==> config.mk <==
export PLATFORM = sky130hd
export DESIGN_NAME = dsl_top
export DESIGN_NICKNAME = d
export VERILOG_FILES = /design/src/inc/dsl_pkg.sv /design/src/verilog/dsl_top.sv /design/src/verilog/dsl_tx.sv /design/src/verilog/dsl_rx.sv
export SDC_FILE = /design/constraint.sdc
export NUM_CORES = 1
export LEC_CHECK = 0
export ABC_AREA = 1
export BUFFER_PORTS_ARGS = -buffer_cell sky130_fd_sc_hd__buf_2
export CAP_MARGIN = 15
export CORE_ASPECT_RATIO = 1.75
export CORE_UTILIZATION = 30
export CTS_CLUSTER_SIZE = 28
export DETAILED_ROUTE_END_ITERATION = 12
export SYNTH_ARGS = -nofsm -noshare
export SYNTH_HDL_FRONTEND = slang
export SYNTH_SLANG_ARGS = --single-unit
==> constraint.sdc <==
create_clock -name i_clk -period 1.7 [get_ports i_clk]
set_input_delay 0.34 -clock i_clk [delete_from_list [all_inputs] [get_ports i_clk]]
set_output_delay 0.34 -clock i_clk [all_outputs]
set_load 0.01 [all_outputs]
==> src/inc/dsl_pkg.sv <==
// constants and field layouts for the dual serial line configuration block
// ============================================================
package dsl_pkg;
	// ============================================================
	// timing
	localparam int CLK_HZ = 250_000_000;
	localparam int REF_HZ = 19_660_800;
	localparam int OVS = 16;
	localparam int MID = 8;
	localparam logic [3:0] OVS_LAST = 4'(OVS - 1);
	localparam logic [3:0] MID_LAST = 4'(MID - 1);
	localparam logic [3:0] FRAME_SHORT = 4'd10;
	localparam logic [3:0] FRAME_LONG = 4'd11;
	localparam int DIV_W = 13;
	// reference divide masks for sel 0..7: 150 .. 38400 baud at 16x
	localparam logic [DIV_W-1:0] TAP_MASK [8] = '{
		13'h1fff, 13'h0fff, 13'h03ff, 13'h01ff, 13'h00ff, 13'h007f, 13'h003f, 13'h001f};
	// ============================================================
	// register offsets
	localparam logic [7:0] REG_CTRL0 = 8'h00;
	localparam logic [7:0] REG_CTRL1 = 8'h04;
	localparam logic [7:0] REG_VEC = 8'h08;
	localparam logic [7:0] REG_TX0 = 8'h0c;
	localparam logic [7:0] REG_TX1 = 8'h10;
	localparam logic [7:0] REG_RX0 = 8'h14;
	localparam logic [7:0] REG_RX1 = 8'h18;
	localparam logic [7:0] REG_STAT = 8'h1c;
	localparam logic [7:0] REG_MASK = 8'h20;
	localparam logic [7:0] REG_LINE = 8'h24;
	// ctrl fields
	localparam int CF_SEL = 0;
	localparam int CF_FMT8 = 3;
	localparam int CF_STOP2 = 4;
	localparam int CF_EVEN = 5;
	localparam int CTRL_W = 6;
	localparam logic [CTRL_W-1:0] CTRL0_RST = 6'h0f;
	localparam logic [CTRL_W-1:0] CTRL1_RST = 6'h0d;
	// vector config: 2-bit mode per field, bit3, bit4, bit5, bits6-7
	localparam logic [1:0] VM_ZERO = 2'h0;
	localparam logic [1:0] VM_ONE = 2'h1;
	localparam logic [1:0] VM_CH0 = 2'h2;
	localparam logic [1:0] VM_CH1 = 2'h3;
	localparam int VF_B3 = 0;
	localparam int VF_B4 = 2;
	localparam int VF_B5 = 4;
	localparam int VF_B67 = 6;
	localparam logic [7:0] VEC_RST = 8'hbc;
	// status bits, per channel stride
	localparam int ST_RX = 0;
	localparam int ST_TX = 1;
	localparam int ST_PAR = 2;
	localparam int ST_FRM = 3;
	localparam int ST_STRIDE = 4;
endpackage

==> src/verilog/dsl_top.sv <==
// two-channel serial line unit: rate taps, formats, vectors and register port
//
// The implementer's own choices: the address map and the plain strobed port.
`timescale 1ns/1ps
module dsl_top #(
	parameter int CLK_HZ = dsl_pkg::CLK_HZ
) (
	input wire logic i_clk,
	input wire logic i_resetn,
	input wire logic [7:0] i_addr,
	input wire logic [31:0] i_wdata,
	input wire logic i_wr,
	input wire logic i_rd,
	output logic [31:0] o_rdata,
	output logic o_irq,
	input wire logic i_rxd0,
	input wire logic i_rxd1,
	output logic o_txd0,
	output logic o_txd1,
	output logic [7:0] o_vec0,
	output logic [7:0] o_vec1,
	output logic o_ref_tick
);
	// ============================================================
	// elaboration checks and derived constants
	localparam longint REF_INC_L = (longint'(dsl_pkg::REF_HZ) << 32) / longint'(CLK_HZ);
	localparam logic [31:0] REF_INC = REF_INC_L[31:0];
	// the accumulator spaces ticks by the floor or the ceiling of the clock ratio
	localparam int GAP_MIN = CLK_HZ / dsl_pkg::REF_HZ;
	localparam int GAP_MAX = (CLK_HZ + dsl_pkg::REF_HZ - 1) / dsl_pkg::REF_HZ;

	if (CLK_HZ < 2 * dsl_pkg::REF_HZ) begin : g_bad_clk
		$error("clock too slow to derive the reference");
	end
	if (GAP_MAX > 250) begin : g_fast_clk
		$error("clock too fast for the reference spacing counter");
	end

	// ============================================================
	// state
	typedef struct packed {
		logic [1:0][dsl_pkg::CTRL_W-1:0] ctrl;
		logic [7:0] vcfg;
		logic [7:0] stat;
		logic [7:0] mask;
		logic [31:0] rdata;
		logic [32:0] ref_acc;
		logic ref_tick;
		logic [7:0] ref_gap;
		logic [dsl_pkg::DIV_W-1:0] div_cnt;
		logic [1:0][7:0] vec;
	} dsl_top_st_t;

	dsl_top_st_t st_ff;
	dsl_top_st_t nxt_st;

	logic [1:0] tick16;
	logic [1:0] tx_start;
	logic [1:0] tx_busy;
	logic [1:0] tx_done;
	logic [1:0] txd;
	logic [1:0] rxd;
	logic [1:0] rx_done;
	logic [1:0] rx_perr;
	logic [1:0] rx_ferr;
	logic [1:0][7:0] rx_data;
	logic [7:0] ev;

	assign rxd = {i_rxd1, i_rxd0};

	function automatic logic vbit(input logic [1:0] mode, input logic ch1);
		logic r;
		r = 1'b0;
		unique case (mode)
			dsl_pkg::VM_ZERO: r = 1'b0;
			dsl_pkg::VM_ONE: r = 1'b1;
			dsl_pkg::VM_CH0: r = !ch1;
			dsl_pkg::VM_CH1: r = ch1;
		endcase
		return r;
	endfunction

	// ============================================================
	// per-channel rate select and serial engines
	for (genvar c = 0; c < 2; c++) begin : g_ch
		logic [2:0] sel;
		logic [dsl_pkg::DIV_W-1:0] msk;
		assign sel = st_ff.ctrl[c][dsl_pkg::CF_SEL +: 3];
		assign msk = dsl_pkg::TAP_MASK[sel];
		// one tick feeds both directions of the channel
		assign tick16[c] = st_ff.ref_tick && ((st_ff.div_cnt & msk) == msk);

		dsl_tx u_tx (
			.i_clk(i_clk),
			.i_resetn(i_resetn),
			.i_tick16(tick16[c]),
			.i_start(tx_start[c]),
			.i_data(i_wdata[7:0]),
			.i_fmt8(st_ff.ctrl[c][dsl_pkg::CF_FMT8]),
			.i_two_stop(st_ff.ctrl[c][dsl_pkg::CF_STOP2]),
			.i_even(st_ff.ctrl[c][dsl_pkg::CF_EVEN]),
			.o_txd(txd[c]),
			.o_busy(tx_busy[c]),
			.o_done(tx_done[c])
		);

		dsl_rx u_rx (
			.i_clk(i_clk),
			.i_resetn(i_resetn),
			.i_tick16(tick16[c]),
			.i_rxd(rxd[c]),
			.i_fmt8(st_ff.ctrl[c][dsl_pkg::CF_FMT8]),
			.i_even(st_ff.ctrl[c][dsl_pkg::CF_EVEN]),
			.o_data(rx_data[c]),
			.o_done(rx_done[c]),
			.o_perr(rx_perr[c]),
			.o_ferr(rx_ferr[c])
		);

		assign ev[c*dsl_pkg::ST_STRIDE + dsl_pkg::ST_RX] = rx_done[c];
		assign ev[c*dsl_pkg::ST_STRIDE + dsl_pkg::ST_TX] = tx_done[c];
		assign ev[c*dsl_pkg::ST_STRIDE + dsl_pkg::ST_PAR] = rx_done[c] && rx_perr[c];
		assign ev[c*dsl_pkg::ST_STRIDE + dsl_pkg::ST_FRM] = rx_done[c] && rx_ferr[c];
	end

	// a write to a busy transmitter is dropped; software polls the line register
	assign tx_start[0] = i_wr && (i_addr == dsl_pkg::REG_TX0) && !tx_busy[0];
	assign tx_start[1] = i_wr && (i_addr == dsl_pkg::REG_TX1) && !tx_busy[1];

	// ============================================================
	// next state
	always_comb begin
		nxt_st = st_ff;
		// fractional accumulator stands in for the crystal: average rate is REF_HZ, less the truncation of REF_INC
		nxt_st.ref_acc = {1'b0, st_ff.ref_acc[31:0]} + {1'b0, REF_INC};
		nxt_st.ref_tick = st_ff.ref_acc[32];
		if (st_ff.ref_tick) begin
			nxt_st.div_cnt = st_ff.div_cnt + 13'h0001;
		end
		// cycles since the last reference tick; zero until the first, held at its top
		if (st_ff.ref_tick) begin
			nxt_st.ref_gap = 8'h01;
		end else if (st_ff.ref_gap != 8'h00 && st_ff.ref_gap != 8'hff) begin
			nxt_st.ref_gap = st_ff.ref_gap + 8'h01;
		end

		for (int c = 0; c < 2; c++) begin
			nxt_st.vec[c] = {vbit(st_ff.vcfg[dsl_pkg::VF_B67 +: 2], c[0]),
				vbit(st_ff.vcfg[dsl_pkg::VF_B67 +: 2], c[0]),
				vbit(st_ff.vcfg[dsl_pkg::VF_B5 +: 2], c[0]),
				vbit(st_ff.vcfg[dsl_pkg::VF_B4 +: 2], c[0]),
				vbit(st_ff.vcfg[dsl_pkg::VF_B3 +: 2], c[0]),
				3'h0};
		end

		if (i_wr) begin
			unique case (i_addr)
				dsl_pkg::REG_CTRL0: nxt_st.ctrl[0] = i_wdata[dsl_pkg::CTRL_W-1:0];
				dsl_pkg::REG_CTRL1: nxt_st.ctrl[1] = i_wdata[dsl_pkg::CTRL_W-1:0];
				dsl_pkg::REG_VEC: nxt_st.vcfg = i_wdata[7:0];
				dsl_pkg::REG_MASK: nxt_st.mask = i_wdata[7:0];
				default: begin
				end
			endcase
		end

		nxt_st.rdata = '0;
		if (i_rd) begin
			unique case (i_addr)
				dsl_pkg::REG_CTRL0: nxt_st.rdata = {26'h0, st_ff.ctrl[0]};
				dsl_pkg::REG_CTRL1: nxt_st.rdata = {26'h0, st_ff.ctrl[1]};
				dsl_pkg::REG_VEC: nxt_st.rdata = {24'h0, st_ff.vcfg};
				dsl_pkg::REG_RX0: nxt_st.rdata = {24'h0, rx_data[0]};
				dsl_pkg::REG_RX1: nxt_st.rdata = {24'h0, rx_data[1]};
				dsl_pkg::REG_STAT: nxt_st.rdata = {24'h0, st_ff.stat};
				dsl_pkg::REG_MASK: nxt_st.rdata = {24'h0, st_ff.mask};
				dsl_pkg::REG_LINE: nxt_st.rdata = {30'h0, tx_busy};
				default: nxt_st.rdata = '0;
			endcase
		end

		// read clears, but an event in the same cycle survives
		if (i_rd && (i_addr == dsl_pkg::REG_STAT)) begin
			nxt_st.stat = ev;
		end else begin
			nxt_st.stat = st_ff.stat | ev;
		end
	end

	always_ff @(posedge i_clk) begin
		if (!i_resetn) begin
			st_ff <= '{ctrl: {dsl_pkg::CTRL1_RST, dsl_pkg::CTRL0_RST},
				vcfg: dsl_pkg::VEC_RST, stat: '0, mask: '0, rdata: '0,
				ref_acc: '0, ref_tick: 1'b0, ref_gap: '0, div_cnt: '0, vec: '0};
		end else begin
			st_ff <= nxt_st;
		end
	end

	// ============================================================
	// outputs
	assign o_rdata = st_ff.rdata;
	assign o_irq = |(st_ff.stat & st_ff.mask);
	assign o_txd0 = txd[0];
	assign o_txd1 = txd[1];
	assign o_vec0 = st_ff.vec[0];
	assign o_vec1 = st_ff.vec[1];
	assign o_ref_tick = st_ff.ref_tick;

	// ============================================================
	// checks
	AST_RDATA_SLOT: assert property (@(posedge i_clk) disable iff (!i_resetn)
		!$past(i_rd) |-> o_rdata == 32'h0)
		else $error("read data outside its slot");
	AST_STAT_CLEAR: assert property (@(posedge i_clk) disable iff (!i_resetn)
		i_rd && i_addr == dsl_pkg::REG_STAT && ev == 8'h0 |=> st_ff.stat == 8'h0)
		else $error("status not cleared by read");
	AST_STAT_SET: assert property (@(posedge i_clk) disable iff (!i_resetn)
		ev != 8'h0 |=> (st_ff.stat & $past(ev)) == $past(ev))
		else $error("event lost from status");
	AST_REF_GAP: assert property (@(posedge i_clk) disable iff (!i_resetn)
		o_ref_tick |-> ##[GAP_MIN:GAP_MAX] o_ref_tick)
		else $error("reference tick spacing wrong");
	AST_REF_QUIET: assert property (@(posedge i_clk) disable iff (!i_resetn)
		o_ref_tick && st_ff.ref_gap != 8'h00 |-> 32'(st_ff.ref_gap) >= GAP_MIN)
		else $error("reference tick too frequent");
	AST_CTRL_WR: assert property (@(posedge i_clk) disable iff (!i_resetn)
		i_wr && i_addr == dsl_pkg::REG_CTRL1
		|=> st_ff.ctrl[1] == $past(i_wdata[dsl_pkg::CTRL_W-1:0]))
		else $error("channel 1 control write lost");
	AST_TICK_ON_REF: assert property (@(posedge i_clk) disable iff (!i_resetn)
		tick16[0] && st_ff.ctrl[0][dsl_pkg::CF_SEL +: 3] == 3'h7 |-> st_ff.div_cnt[4:0] == 5'h1f)
		else $error("38400 tap off its divide point");
	AST_VEC_CONST: assert property (@(posedge i_clk) disable iff (!i_resetn)
		st_ff.vcfg[dsl_pkg::VF_B3 +: 2] == dsl_pkg::VM_ONE && $stable(st_ff.vcfg)
		|=> o_vec0[3] && o_vec1[3])
		else $error("constant vector bit not high on both");
	AST_VEC_OPP: assert property (@(posedge i_clk) disable iff (!i_resetn)
		st_ff.vcfg[dsl_pkg::VF_B67 +: 2] == dsl_pkg::VM_CH0 && $stable(st_ff.vcfg)
		|=> o_vec0[7:6] == 2'b11 && o_vec1[7:6] == 2'b00)
		else $error("channel vector bits not opposite");
	COV_IRQ: cover property (@(posedge i_clk) disable iff (!i_resetn) $rose(o_irq));
	COV_BOTH_TX: cover property (@(posedge i_clk) disable iff (!i_resetn) &tx_busy);
endmodule // dsl_top

==> src/verilog/dsl_tx.sv <==
// serial transmitter driven by a 16x tick enable
`timescale 1ns/1ps
module dsl_tx (
	input wire logic i_clk,
	input wire logic i_resetn,
	input wire logic i_tick16,
	input wire logic i_start,
	input wire logic [7:0] i_data,
	input wire logic i_fmt8,
	input wire logic i_two_stop,
	input wire logic i_even,
	output logic o_txd,
	output logic o_busy,
	output logic o_done
);
	typedef enum logic {DSL_TX_IDLE, DSL_TX_SHIFT} dsl_tx_state_t;
	typedef struct packed {
		dsl_tx_state_t state;
		logic [10:0] shreg;
		logic [3:0] nbits;
		logic [3:0] sub;
		logic txd;
		logic done;
	} dsl_tx_st_t;
	dsl_tx_st_t st_ff;
	dsl_tx_st_t nxt_st;
	logic par;

	always_comb begin
		nxt_st = st_ff;
		nxt_st.done = 1'b0;
		par = (^i_data[6:0]) ^ ~i_even;
		unique case (st_ff.state)
			DSL_TX_IDLE: begin
				if (i_start) begin
					nxt_st.state = DSL_TX_SHIFT;
					// format latched here so a mid-frame change cannot tear a character
					nxt_st.shreg = {2'b11, (i_fmt8 ? i_data : {par, i_data[6:0]}), 1'b0};
					nxt_st.nbits = i_two_stop ? dsl_pkg::FRAME_LONG : dsl_pkg::FRAME_SHORT;
					nxt_st.sub = '0;
					nxt_st.txd = 1'b0;
				end
			end
			DSL_TX_SHIFT: begin
				if (i_tick16) begin
					nxt_st.sub = st_ff.sub + 4'h1;
					if (st_ff.sub == dsl_pkg::OVS_LAST) begin
						nxt_st.shreg = {1'b1, st_ff.shreg[10:1]};
						nxt_st.nbits = st_ff.nbits - 4'h1;
						nxt_st.txd = st_ff.shreg[1];
						if (st_ff.nbits == 4'h1) begin
							nxt_st.state = DSL_TX_IDLE;
							nxt_st.txd = 1'b1;
							nxt_st.done = 1'b1;
						end
					end
				end
			end
		endcase
	end

	always_ff @(posedge i_clk) begin
		if (!i_resetn) begin
			st_ff <= '{state: DSL_TX_IDLE, shreg: '1, nbits: '0, sub: '0, txd: 1'b1, done: 1'b0};
		end else begin
			st_ff <= nxt_st;
		end
	end

	assign o_txd = st_ff.txd;
	assign o_busy = (st_ff.state == DSL_TX_SHIFT);
	assign o_done = st_ff.done;

	AST_TX_START: assert property (@(posedge i_clk) disable iff (!i_resetn)
		i_start && !o_busy |=> !o_txd && o_busy)
		else $error("start bit not driven after start");
	AST_TX_BITLEN: assert property (@(posedge i_clk) disable iff (!i_resetn)
		$changed(o_txd) && $past(o_busy) |-> $past(i_tick16 && st_ff.sub == dsl_pkg::OVS_LAST))
		else $error("line changed off a 16-tick boundary");
	AST_TX_STOP: assert property (@(posedge i_clk) disable iff (!i_resetn)
		o_done |-> o_txd && !o_busy && $past(o_txd))
		else $error("frame ended without stop level");
	COV_TX_DONE: cover property (@(posedge i_clk) disable iff (!i_resetn) o_done);
endmodule // dsl_tx

==> src/verilog/dsl_rx.sv <==
// serial receiver sampling bit centres on a 16x tick enable
`timescale 1ns/1ps
module dsl_rx (
	input wire logic i_clk,
	input wire logic i_resetn,
	input wire logic i_tick16,
	input wire logic i_rxd,
	input wire logic i_fmt8,
	input wire logic i_even,
	output logic [7:0] o_data,
	output logic o_done,
	output logic o_perr,
	output logic o_ferr
);
	typedef enum logic [1:0] {DSL_RX_IDLE, DSL_RX_START, DSL_RX_DATA, DSL_RX_STOP} dsl_rx_state_t;
	typedef struct packed {
		dsl_rx_state_t state;
		logic prev;
		logic [3:0] sub;
		logic [2:0] cnt;
		logic [7:0] shreg;
		logic [7:0] data;
		logic done;
		logic perr;
		logic ferr;
	} dsl_rx_st_t;
	dsl_rx_st_t st_ff;
	dsl_rx_st_t nxt_st;

	always_comb begin
		nxt_st = st_ff;
		nxt_st.done = 1'b0;
		nxt_st.prev = i_rxd;
		unique case (st_ff.state)
			DSL_RX_IDLE: begin
				if (st_ff.prev && !i_rxd) begin
					nxt_st.state = DSL_RX_START;
					nxt_st.sub = '0;
				end
			end
			DSL_RX_START: begin
				if (i_tick16) begin
					nxt_st.sub = st_ff.sub + 4'h1;
					if (st_ff.sub == dsl_pkg::MID_LAST) begin
						// a glitch shorter than half a bit is dropped here
						nxt_st.state = i_rxd ? DSL_RX_IDLE : DSL_RX_DATA;
						nxt_st.sub = '0;
						nxt_st.cnt = '0;
					end
				end
			end
			DSL_RX_DATA: begin
				if (i_tick16) begin
					nxt_st.sub = st_ff.sub + 4'h1;
					if (st_ff.sub == dsl_pkg::OVS_LAST) begin
						nxt_st.shreg = {i_rxd, st_ff.shreg[7:1]};
						nxt_st.cnt = st_ff.cnt + 3'h1;
						if (st_ff.cnt == 3'h7) begin
							nxt_st.state = DSL_RX_STOP;
						end
					end
				end
			end
			DSL_RX_STOP: begin
				if (i_tick16) begin
					nxt_st.sub = st_ff.sub + 4'h1;
					if (st_ff.sub == dsl_pkg::OVS_LAST) begin
						// only the first stop is checked; a second one reads as idle line
						nxt_st.state = DSL_RX_IDLE;
						nxt_st.done = 1'b1;
						nxt_st.ferr = !i_rxd;
						nxt_st.data = i_fmt8 ? st_ff.shreg : {1'b0, st_ff.shreg[6:0]};
						nxt_st.perr = !i_fmt8 && ((^st_ff.shreg) == i_even);
					end
				end
			end
		endcase
	end

	always_ff @(posedge i_clk) begin
		if (!i_resetn) begin
			st_ff <= '{state: DSL_RX_IDLE, prev: 1'b1, sub: '0, cnt: '0, shreg: '0,
				data: '0, done: 1'b0, perr: 1'b0, ferr: 1'b0};
		end else begin
			st_ff <= nxt_st;
		end
	end

	assign o_data = st_ff.data;
	assign o_done = st_ff.done;
	assign o_perr = st_ff.perr;
	assign o_ferr = st_ff.ferr;

	AST_RX_MID: assert property (@(posedge i_clk) disable iff (!i_resetn)
		st_ff.state == DSL_RX_DATA && $past(st_ff.state) == DSL_RX_START
		|-> $past(i_tick16 && st_ff.sub == dsl_pkg::MID_LAST && !i_rxd))
		else $error("start bit not confirmed at its centre");
	AST_RX_FMT8: assert property (@(posedge i_clk) disable iff (!i_resetn)
		o_done && $past(i_fmt8) |-> !o_perr)
		else $error("parity error flagged in 8-bit format");
	AST_RX_7BIT: assert property (@(posedge i_clk) disable iff (!i_resetn)
		o_done && !$past(i_fmt8) |-> !o_data[7])
		else $error("parity bit leaked into 7-bit data");
	COV_RX_PERR: cover property (@(posedge i_clk) disable iff (!i_resetn) o_done && o_perr);
endmodule // dsl_rx

# After elaboration in Yosys (flattened, before gate mapping)
# Memories as Yosys holds them, arrays and structs flattened.
# Cells that the tools add are included.
# totals
regBits	231
mem_bits_ro	208
input_bits	46
mem_count	2
# memory_table
memory	depth	word_bits	read_ports	rd_clocked_by_memory_dff	write_ports	line_no	text
(name not given)	8	13	1	0	0	dsl_top.sv:89	assign msk = dsl_pkg::TAP_MASK[sel];
(name not given)	8	13	1	0	0	dsl_top.sv:89	
# op_classes
addsub	10
order_cmp	2
n_eq_ne	63
n_mux	72
n_bitwise	12
n_reduce_logical	73
# ops
cell	count
one-hot mux 21 bit (2 select lines)	2
one-hot mux 8 bit (8 select lines)	1
2-to-1 mux 13 bit	4
2-to-1 mux 2 bit	22
2-to-1 mux 22 bit	2
2-to-1 mux 21 bit	2
2-to-1 mux 8 bit	5
inequality test 2 x 1 -> 1 bit, second input constant	20
adder 32 x 29 -> 33 bit, second input constant	1
equality test 8 x 5 -> 1 bit, second input constant	4
2-to-1 mux 16 bit	2
one-hot mux 4 bit (4 select lines)	2
OR reduction 2 bit	16
2-to-1 mux 15 bit	2
2-to-1 mux 7 bit	4
bitwise AND 13 bit	2
equality test 13 bit	2
equality test 2 bit, second input constant	12
AND reduction 3 bit	8
2-to-1 mux 11 bit	2
adder 4 x 1 -> 4 bit, second input constant	4
equality test 4 bit, second input constant	4
equality test 8 x 4 -> 1 bit, second input constant	2
equality test 8 x 6 -> 1 bit, second input constant	2
34 further kinds	105

# Longest topological paths before layout
# Gate-level depths: netlist of the first run.
# logic_depth
ltp_word	9
depth_mapped	12

# Modules after synthesis
# From an unflattened synthesis of the first run, not the netlist that was laid out.
# unflattened
hier_cells	1519
hier_area_um2	10537.6
# by_module_without_submodules
mod	n_inst	cells_each	area_per_inst_um2	seq_area_each_um2
dsl_top	1	785	5430.2	1941.9
dsl_rx	2	202	1438.9	580.6
dsl_tx	2	165	1114.8	420.4

# Least setup slack after synthesis of the first run
# No wires, ideal clock.
# synth_timing
path_type	register to register
from	register st_ff[16] in the netlist's numbering
to	register g_ch[0].u_tx.st_ff[12] in the netlist's numbering
t_arrival_ns	1.584
required_ns	1.560
slack_ns	-0.024
path_stages_with_launch	12
synth_period_minus_slack_ns	1.724
path_cell_list	dfxtp_1 > ha_1 > inv_1 > nor2_4 > nand3_4 > nor2_4 > nand2_4 > nor3_4 > nor2_2 > buf_6 > nand2_1 > o2111ai_1
# synth_between
elab_chain_cells	5
# synth_lines
element	line_no	text
from (decl)	dsl_top.sv:54	dsl_top_st_t st_ff;
from (signal assigned)	dsl_top.sv:192	st_ff <= '{ctrl: {dsl_pkg::CTRL1_RST, dsl_pkg::CTRL0_RST},
from (signal assigned)	dsl_top.sv:196	st_ff <= nxt_st;
bitwise AND 13 bit	dsl_top.sv:91	assign tick16[c] = st_ff.ref_tick && ((st_ff.div_cnt & msk) == msk);
equality test 13 bit	dsl_top.sv:91	
logical AND 1 bit	dsl_top.sv:91	
inequality test 2 x 1 -> 1 bit (no line)	--	
AND reduction 3 bit (no line)	--	
to (signal assigned)	dsl_tx.sv:64	st_ff <= '{state: DSL_TX_IDLE, shreg: '1, nbits: '0, sub: '0, txd: 1'b1, done: 1'b0};
to (signal assigned)	dsl_tx.sv:66	st_ff <= nxt_st;
to (decl)	dsl_tx.sv:25	dsl_tx_st_t st_ff;
# Every way passes these cells.
# A chain may end at the register's enable or synchronous reset.

# Worst setup path in the final report of the first run
# layout_timing
from	register st_ff[106] in the netlist's numbering
to	output port o_irq
# layout_between
elab_chain_cells	2
# layout_lines
element	line_no	text
bitwise AND 8 bit	dsl_top.sv:203	assign o_irq = |(st_ff.stat & st_ff.mask);
OR reduction 8 bit	dsl_top.sv:203	
to (decl)	dsl_top.sv:15	output logic o_irq,
# Every way passes these cells.

==> impl_metrics.csv, run 1 <==
group,metric,value,unit
run_status,status,"complete, but fails checks",
routing,drt_iter0_drc,435,
critical_path,cp-startpoint,"st_ff[106]",
power_and_ir_drop,cellPowerDensity,944,mW/mm²
logic_synthesis,ys_seq_elements,197,
die,dieArea,0.0330,mm²
timing,final_hold_viol_count,0,
layout,synthToLayoutAreaGrowth,27.0,%
global_route,grt_pass1_wl,43200,µm
critical_path,cpMostUsedCell,"nand2_2",
timing,setup_ws,-0.0935,ns
critical_path,reg2reg_slack,-0.09,ns
logic_synthesis,async_reset_ff_share,0,%
clock_network,cts.sinks,197,
clock_network,cts.path.max_buffers,2,
timing,max_freq,558,MHz
placed_design,dpl.hpwl,20300,µm
clock_network,cts_tree,"yes",
layout,final_common_cell,"nand2_1",
routing,first_pass_iters,5,
critical_path,cp_data_required_time,1.36,ns
critical_path,cp-endpoint,"o_irq",
critical_path,regToRegStartpoint,"st_ff[16]",
run_status,violations,"negative setup slack",
routing,via_count,9171,
timing,worst_pin_slew,0.582,ns
routing,viasPerCell,4.85,
logic_synthesis,synthTopCellsByArea,"dfxtp_1 (41%), nand2_1 (9.1%), a21oi_1 (7.5%), inv_1 (6.4%), nor2_1 (5.8%)",
global_route,antenna_found_initial,1,
clock_network,clkLatencyLatePin,0.46,ns
timing,slew_headroom,61.1,%
timing,setup_viol,30,
critical_path,end_kind,"output port",
logic_synthesis,synthCells,1331,
routing,wl_per_cell,14.5,µm
timing,timing.hold.ws,0.0699,ns
power_and_ir_drop,ir_drop,0.000738,V
timing,rsz0062_at_grt,"true",
critical_path,r2r_cells,11,
layout,nFillCells,3270,
die,die_w,138,µm
logic_synthesis,yosysWarnings,0,
logic_synthesis,synthFlopType,"dfxtp_1",
layout,regArea,0.00397,mm²
global_route,grt_max_degree,47,
global_route,grt_util_all_layers,17.1,%
die,core,0.0316,mm²
critical_path,crit_chain,"nand2_2 -> nand2_2 -> a221oi_2 -> nand3_1 -> buf_2",
die,start_util,30.6,%
timing,finalCritPeriodShare,105,%
timing,layout_min_cycle_time,1.79,ns
logic_synthesis,synth_area,0.00968,mm²
layout,layout_common_cells,"nand2_1 (215), dfxtp_1 (182), inv_1 (155)",
timing,clock_skew,0.00858,ns
die,rows,86,
logic_synthesis,syn_avg_cell_area,7.27,µm²
routing,detail_route.wirelength,27300,µm
clock_network,root_buffer,"clkbuf_16",
critical_path,crit_fanout,3,
layout,post-route-util,38.9,%
layout,diodes,0,
placed_design,gp_congestion,0.907,
routing,remaining_drc_errors,0,
critical_path,cpMaxStageDelayCell,"dfxtp_4",
min_path,hold_class,"in -> reg",
placed_design,portBuffers,43,
logic_synthesis,yosysSeqAreaShare,40.7,%
layout,final_nets,1552,
critical_path,start_kind,"register",
routing,final_antenna_net_count,0,
critical_path,arrival,1.45,ns
power_and_ir_drop,finalPower,11600,µW
timing,maxSlewViolCount,0,
logic_synthesis,yosysUniqueCellTypes,49,
global_route,grt_pass1_vias,8870,
layout,drive_above_1_share,24.2,%
layout,multiInputGateArea,0.00519,mm²
logic_synthesis,synth_top_area_share,40.7,%
critical_path,crit_type,"reg -> out",
clock_network,cts_buffers,17,
clock_network,cts-htree-levels,4,
die,io_pins,98,
die,die_height,240,µm
job,drv_cap,0,
logic_synthesis,synth-edff-count,0,
placed_design,placed_cells,1836,
critical_path,max_stage_delay,0.36,ns
global_route,gr-total-overflow,0,
critical_path,r2r_end,"g_ch[0].u_rx.o_data[7]",
clock_network,hold_buffers,0,
timing,setup_tns,-0.653,ns
power_and_ir_drop,leakagePower,0.00539,µW
logic_synthesis,yosysTopAreaCell,"dfxtp_1",
layout,stdcell_count,1889,
clock_network,clkTransAtPathRegs,0.07,ns
## through the flow
stage | instance area, µm² | worst slack (ns)
final | 12300 | -0.0935
after global routing | 12300 | -0.196
after CTS | 11800 | -0.0981
after detailed placement | 11000 | -0.210
after global placement | 11000 | -0.170
after floorplan | 9800 | 0.0268
## worst min-delay path by stage
stage                     startpoint                  end  depth (start not counted)
final                         i_rxd1  g_ch[1].u_rx.o_ferr                          2
after global routing          i_rxd1  g_ch[1].u_rx.o_ferr                          2
after CTS                     i_rxd1  g_ch[1].u_rx.o_ferr                          2
after detailed placement  nxt_st[37]           o_ref_tick                          2
after global placement    nxt_st[37]           o_ref_tick                          2
after floorplan           nxt_st[37]           o_ref_tick                          2
## layout make-up
class                   instances  area share (%)
inverters                     169            5.28
clock buffers                  19            3.60
well taps                     396            4.03
clock inverters                13            1.31
flip-flops and latches        197            32.3
repair inverters                1          0.0407
multi-input cells             915            42.3
repair buffers                179            11.2
## cell usage after synthesis (2+ instances only)
cell type / n
nand2_4: 2
buf_6: 2
buf_2: 4
nand3b_1: 2
nand3_1: 62
buf_4: 52
o21ai_2: 3
a221oi_1: 4
a31oi_1: 3
xor2_1: 17
o21a_1: 3
o31ai_1: 3
nand3_2: 3
nor3_1: 21
nor2_1: 150
nor4_1: 2
inv_2: 4
nand2_2: 2
nor3_4: 3
nor2_4: 6
nand4_1: 12
xnor2_1: 14
inv_1: 164
a211oi_1: 4
o2111ai_1: 8
o21ai_1: 4
nor2_2: 5
nand2_1: 234
or2_2: 3
buf_1: 6
dfxtp_1: 197
o21ai_0: 103
clkbuf_1: 16
o221ai_1: 2
a21oi_1: 145
o22ai_1: 13
o211ai_1: 16
ha_1: 26
## registers in the layout, indices dropped and copies added (netlist names), named ones only
| name | cells |
|---|---|
| g_ch.sel | 6 |
| g_ch.u_rx.o_data | 16 |
| g_ch.u_rx.o_done | 2 |
| g_ch.u_rx.o_ferr | 2 |
| g_ch.u_rx.o_perr | 2 |
| g_ch.u_rx.st_ff | 34 |
| g_ch.u_tx.o_busy | 2 |
| g_ch.u_tx.o_done | 2 |
| g_ch.u_tx.o_txd | 2 |
| g_ch.u_tx.st_ff | 36 |
| nxt_st | 1 |
| o_rdata | 8 |
| o_ref_tick | 1 |
| o_vec0 | 4 |
| o_vec1 | 4 |
| st_ff | 73 |
## power breakdown
group	leakage (µW)	total, µW	internal [µW]	switching, µW
combinational	0.00349	2260	820	1440
clock	0.000297	4240	2260	1980
sequential	0.00161	5110	4860	247
## routing by layer
metal  part of all wire (%)  GRT usage (%)  up-vias
li1                       -              -     4598
met1                     38           16.8     4294
met2                     54           32.5      200
met3                    3.1           3.13       77
met5                  0.040              0        -
met4                    5.0           10.1        2
## kinds of logic after synthesis
kind of cell,share of synthesized area (%)
AO/OA/AOI/OAI,18.2
flip-flops,40.7
AND/OR/NAND/NOR,22.9
other,0.0387
adder cells (fa/ha/maj),3.36
buffers and inverters,11.9
XOR/XNOR,2.81
## timing repair
item / CTS / global route
buffers inserted: 6 / 12
pin swaps: 16 / 33
setup endpoints to repair: 89 / 117
gates resized for setup: 66 / 125
gates cloned: 3 / 1
## worst max-delay path: cells and delay by family, from the launching register on
family,cells,cell delay [ns]
DFF,1,0.36
AOI/OAI and AO/OA,1,0.17
and+or+nand+nor,3,0.28
buffers and inverters,1,0.18
Note: power is estimated with default switching activity, not from simulation.
==> run 2: changes to the inputs <==
--- a/config.mk
+++ b/config.mk
@@ -14,4 +14,5 @@
 export DETAILED_ROUTE_END_ITERATION = 12
 export SYNTH_ARGS = -nofsm -noshare
 export SYNTH_HDL_FRONTEND = slang
+export SYNTH_HIERARCHICAL = 1
 export SYNTH_SLANG_ARGS = --single-unit
==> impl_metrics.csv, run 2 <==
group,metric,value,unit
run_status,status,"complete, but fails checks",
run_status,violations,"negative setup slack",
logic_synthesis,synthCells,1519,
clock_network,cts.sinks,197,
layout,final_nets,1720,
layout,largest_reg_flops,73,
layout,diodes,0,
routing,viasPerCell,4.68,
layout,final_common_cell,"nand2_1",
timing,clock_skew,0.0149,ns
power_and_ir_drop,cellPowerDensity,818,mW/mm²
critical_path,crit_chain,"ha_4 -> nand3_4 -> nor2_4 -> nand2_2 -> inv_2 -> o211ai_1 -> a21oi_2 -> buf_4 -> buf_6 -> nand2_4 -> inv_6 -> nand2_8 -> inv_8 -> nand3_2 -> nand2_1 -> nand3_1 -> nand2_1 -> inv_1",
critical_path,cpMostUsedCell,"nand2_1",
global_route,grt_util_all_layers,16.6,%
global_route,grt_pass1_vias,9633,
timing,setup_ws,-0.371,ns
logic_synthesis,yosysUniqueCellTypes,56,
timing,layout_min_cycle_time,2.07,ns
layout,layout_common_cells,"nand2_1 (367), dfxtp_1 (188), inv_1 (168)",
placed_design,preCtsSetupSlack,-0.426,ns
clock_network,cts_tree,"yes",
critical_path,arrival,2.43,ns
layout,nFillCells,3558,
timing,final_hold_viol_count,0,
logic_synthesis,synth_top_area_share,37.4,%
clock_network,cts.path.max_buffers,2,
timing,maxSlewViolCount,0,
placed_design,dpl.hpwl,21900,µm
layout,stdcell_area,0.0134,mm²
logic_synthesis,yosysSeqAreaShare,37.4,%
routing,remaining_drc_errors,0,
critical_path,end_kind,"register",
die,die_height,250,µm
logic_synthesis,synthTopCellsByArea,"dfxtp_1 (37%), nand2_1 (14%), nor2_1 (6.2%), inv_1 (6.2%), a21oi_1 (6.1%)",
job,drv_cap,0,
clock_network,cts-htree-levels,4,
critical_path,start_kind,"register",
global_route,antenna_found_initial,3,
routing,via_count,9945,
die,core,0.0346,mm²
logic_synthesis,syn_avg_cell_area,6.94,µm²
logic_synthesis,synth_area,0.0105,mm²
critical_path,crit_type,"reg -> reg",
routing,first_pass_iters,5,
logic_synthesis,synth-edff-count,0,
logic_synthesis,yosys-top-cells-count,"nand2_1 (384), dfxtp_1 (197), nor2_1 (175)",
routing,drt_iter0_drc,370,
clock_network,clkLatencyLatePin,0.47,ns
placed_design,gp_congestion,0.938,
die,start_util,30.5,%
critical_path,cpMaxStageDelayCell,"dfxtp_2",
global_route,grt_max_degree,22,
layout,synthToLayoutAreaGrowth,27.5,%
timing,finalCritPeriodShare,122,%
die,dieArea,0.0359,mm²
timing,setup_viol,99,
timing,timing.hold.ws,0.0912,ns
layout,top_register,"st_ff",
critical_path,crit_fanout,5,
die,rows,90,
die,io_pins,98,
logic_synthesis,async_reset_ff_share,0,%
timing,rsz0062_at_grt,"true",
min_path,hold_class,"in -> reg",
layout,reg.largest.list,"st_ff (73), g_ch.u_tx/st_ff (36), g_ch.u_rx/st_ff (34)",
layout,drive_above_1_share,25.1,%
critical_path,cp_data_required_time,2.06,ns
power_and_ir_drop,finalPower,11000,µW
logic_synthesis,yosysWarnings,6,
global_route,grt_pass1_wl,46500,µm
routing,wl_per_cell,13.6,µm
logic_synthesis,synth_most_common_cell,"nand2_1",
power_and_ir_drop,leakagePower,0.00610,µW
clock_network,root_buffer,"clkbuf_16",
routing,final_antenna_net_count,0,
clock_network,clkTransAtPathRegs,0.08,ns
die,die_w,144,µm
global_route,gr-total-overflow,0,
routing,detail_route.wirelength,28900,µm
timing,max_freq,483,MHz
logic_synthesis,synthFlopType,"dfxtp_1",
logic_synthesis,ys_seq_elements,197,
power_and_ir_drop,ir_drop,0.000562,V
placed_design,post_dp_cell_area,0.0118,mm²
logic_synthesis,yosysTopAreaCell,"dfxtp_1",
placed_design,portBuffers,43,
clock_network,cts_buffers,17,
critical_path,max_stage_delay,0.35,ns
-- run 2: changes by cell type after synthesis, moves of 8 or more --
cell | before | now
nor2_1 | 150 | 175
inv_2 | 4 | 12
xor2_1 | 17 | 2
nand3_1 | 62 | 92
nand2_1 | 234 | 384
a21oi_1 | 145 | 128
o21ai_0 | 103 | 82
o22ai_1 | 13 | 2
xnor2_1 | 14 | 5
buf_4 | 52 | 66
inv_1 | 164 | 173
o211ai_1 | 16 | 4
-- run 2: path summary, 6_finish.rpt --
check | from | end | slack, ns | depth (start not counted)
hold / removal | i_rxd0 | g_ch[0].u_rx/o_ferr | 0.09 | 2
setup / recovery | st_ff[16] | g_ch[1].u_tx/st_ff[9] | -0.37 | 18
setup reg to reg | st_ff[16] | g_ch[1].u_tx/st_ff[9] | -0.37 | 18
hold reg to reg | nxt_st[37] | o_ref_tick | 0.42 | 2
-- run 2: layer usage --
layer	share of wire [%]	GRT usage, %	up-vias
met5	0.045	0	-
met3	3.4	2.80	80
met4	5.2	9.97	2
li1	-	-	5071
met1	37	16.1	4556
met2	55	31.9	236
-- run 2: critical path: cells and delay by family (launching register included) --
kind	cells	cell delay [ns]
compound gates	2	0.30
fa+ha+maj	1	0.15
buf+inv	6	0.53
flops	1	0.35
simple gates	9	0.63
-- run 2: stage by stage --
stage	instances	setup TNS, ns	util [%]
final	2125	-27.07	38.9
after global routing	2125	-39.56	38.9
after CTS	2116	-28.74	37.7
after detailed placement	2052	-32.25	34.1
after global placement	2052	-28.25	34.1
after floorplan	1548	-11.87	-
-- run 2: cells by family (layout without fill, tap and decap cells) --
| group | after synthesis | count (layout) | synth area share [%] |
|---|---|---|---|
| and+or+nand+nor | 732 | 732 | 31.1 |
| buffers and inverters | 288 | 405 | 13.6 |
| AOI/OAI and AO/OA | 270 | 270 | 14.5 |
| DFF | 197 | 197 | 37.4 |
| adders and majority gates | 22 | 22 | 2.61 |
| xor gates and xnor gates | 7 | 7 | 0.582 |
| muxes | 2 | 2 | 0.190 |
| other | 1 | 30 | 0.0356 |
-- run 2: final cells by class --
class,instances,area (µm²),area share [%]
Clock buffer,18,439,3.27
Clock inverter,14,183,1.36
Inverter,191,772,5.75
Multi-Input combinational cell,1063,5960,44.3
Sequential cell,197,3960,29.4
Tap cell,460,576,4.28
Timing Repair Buffer,181,1540,11.5
Timing Repair inverter,1,8.76,0.0652
-- run 2: timing repair --
item	in CTS	in global routing
setup endpoints to repair	99	106
setup buffers	26	14
pin swaps	30	23
hold buffers	0	0
gates resized for setup	98	98
cloned	7	1
-- run 2: power breakdown --
part | leakage (µW) | switching [µW] | internal, µW
clock | 0.000300 | 2030 | 2280
combinational | 0.00419 | 1130 | 587
sequential | 0.00160 | 196 | 4770
total | 0.00610 | 3360 | 7640
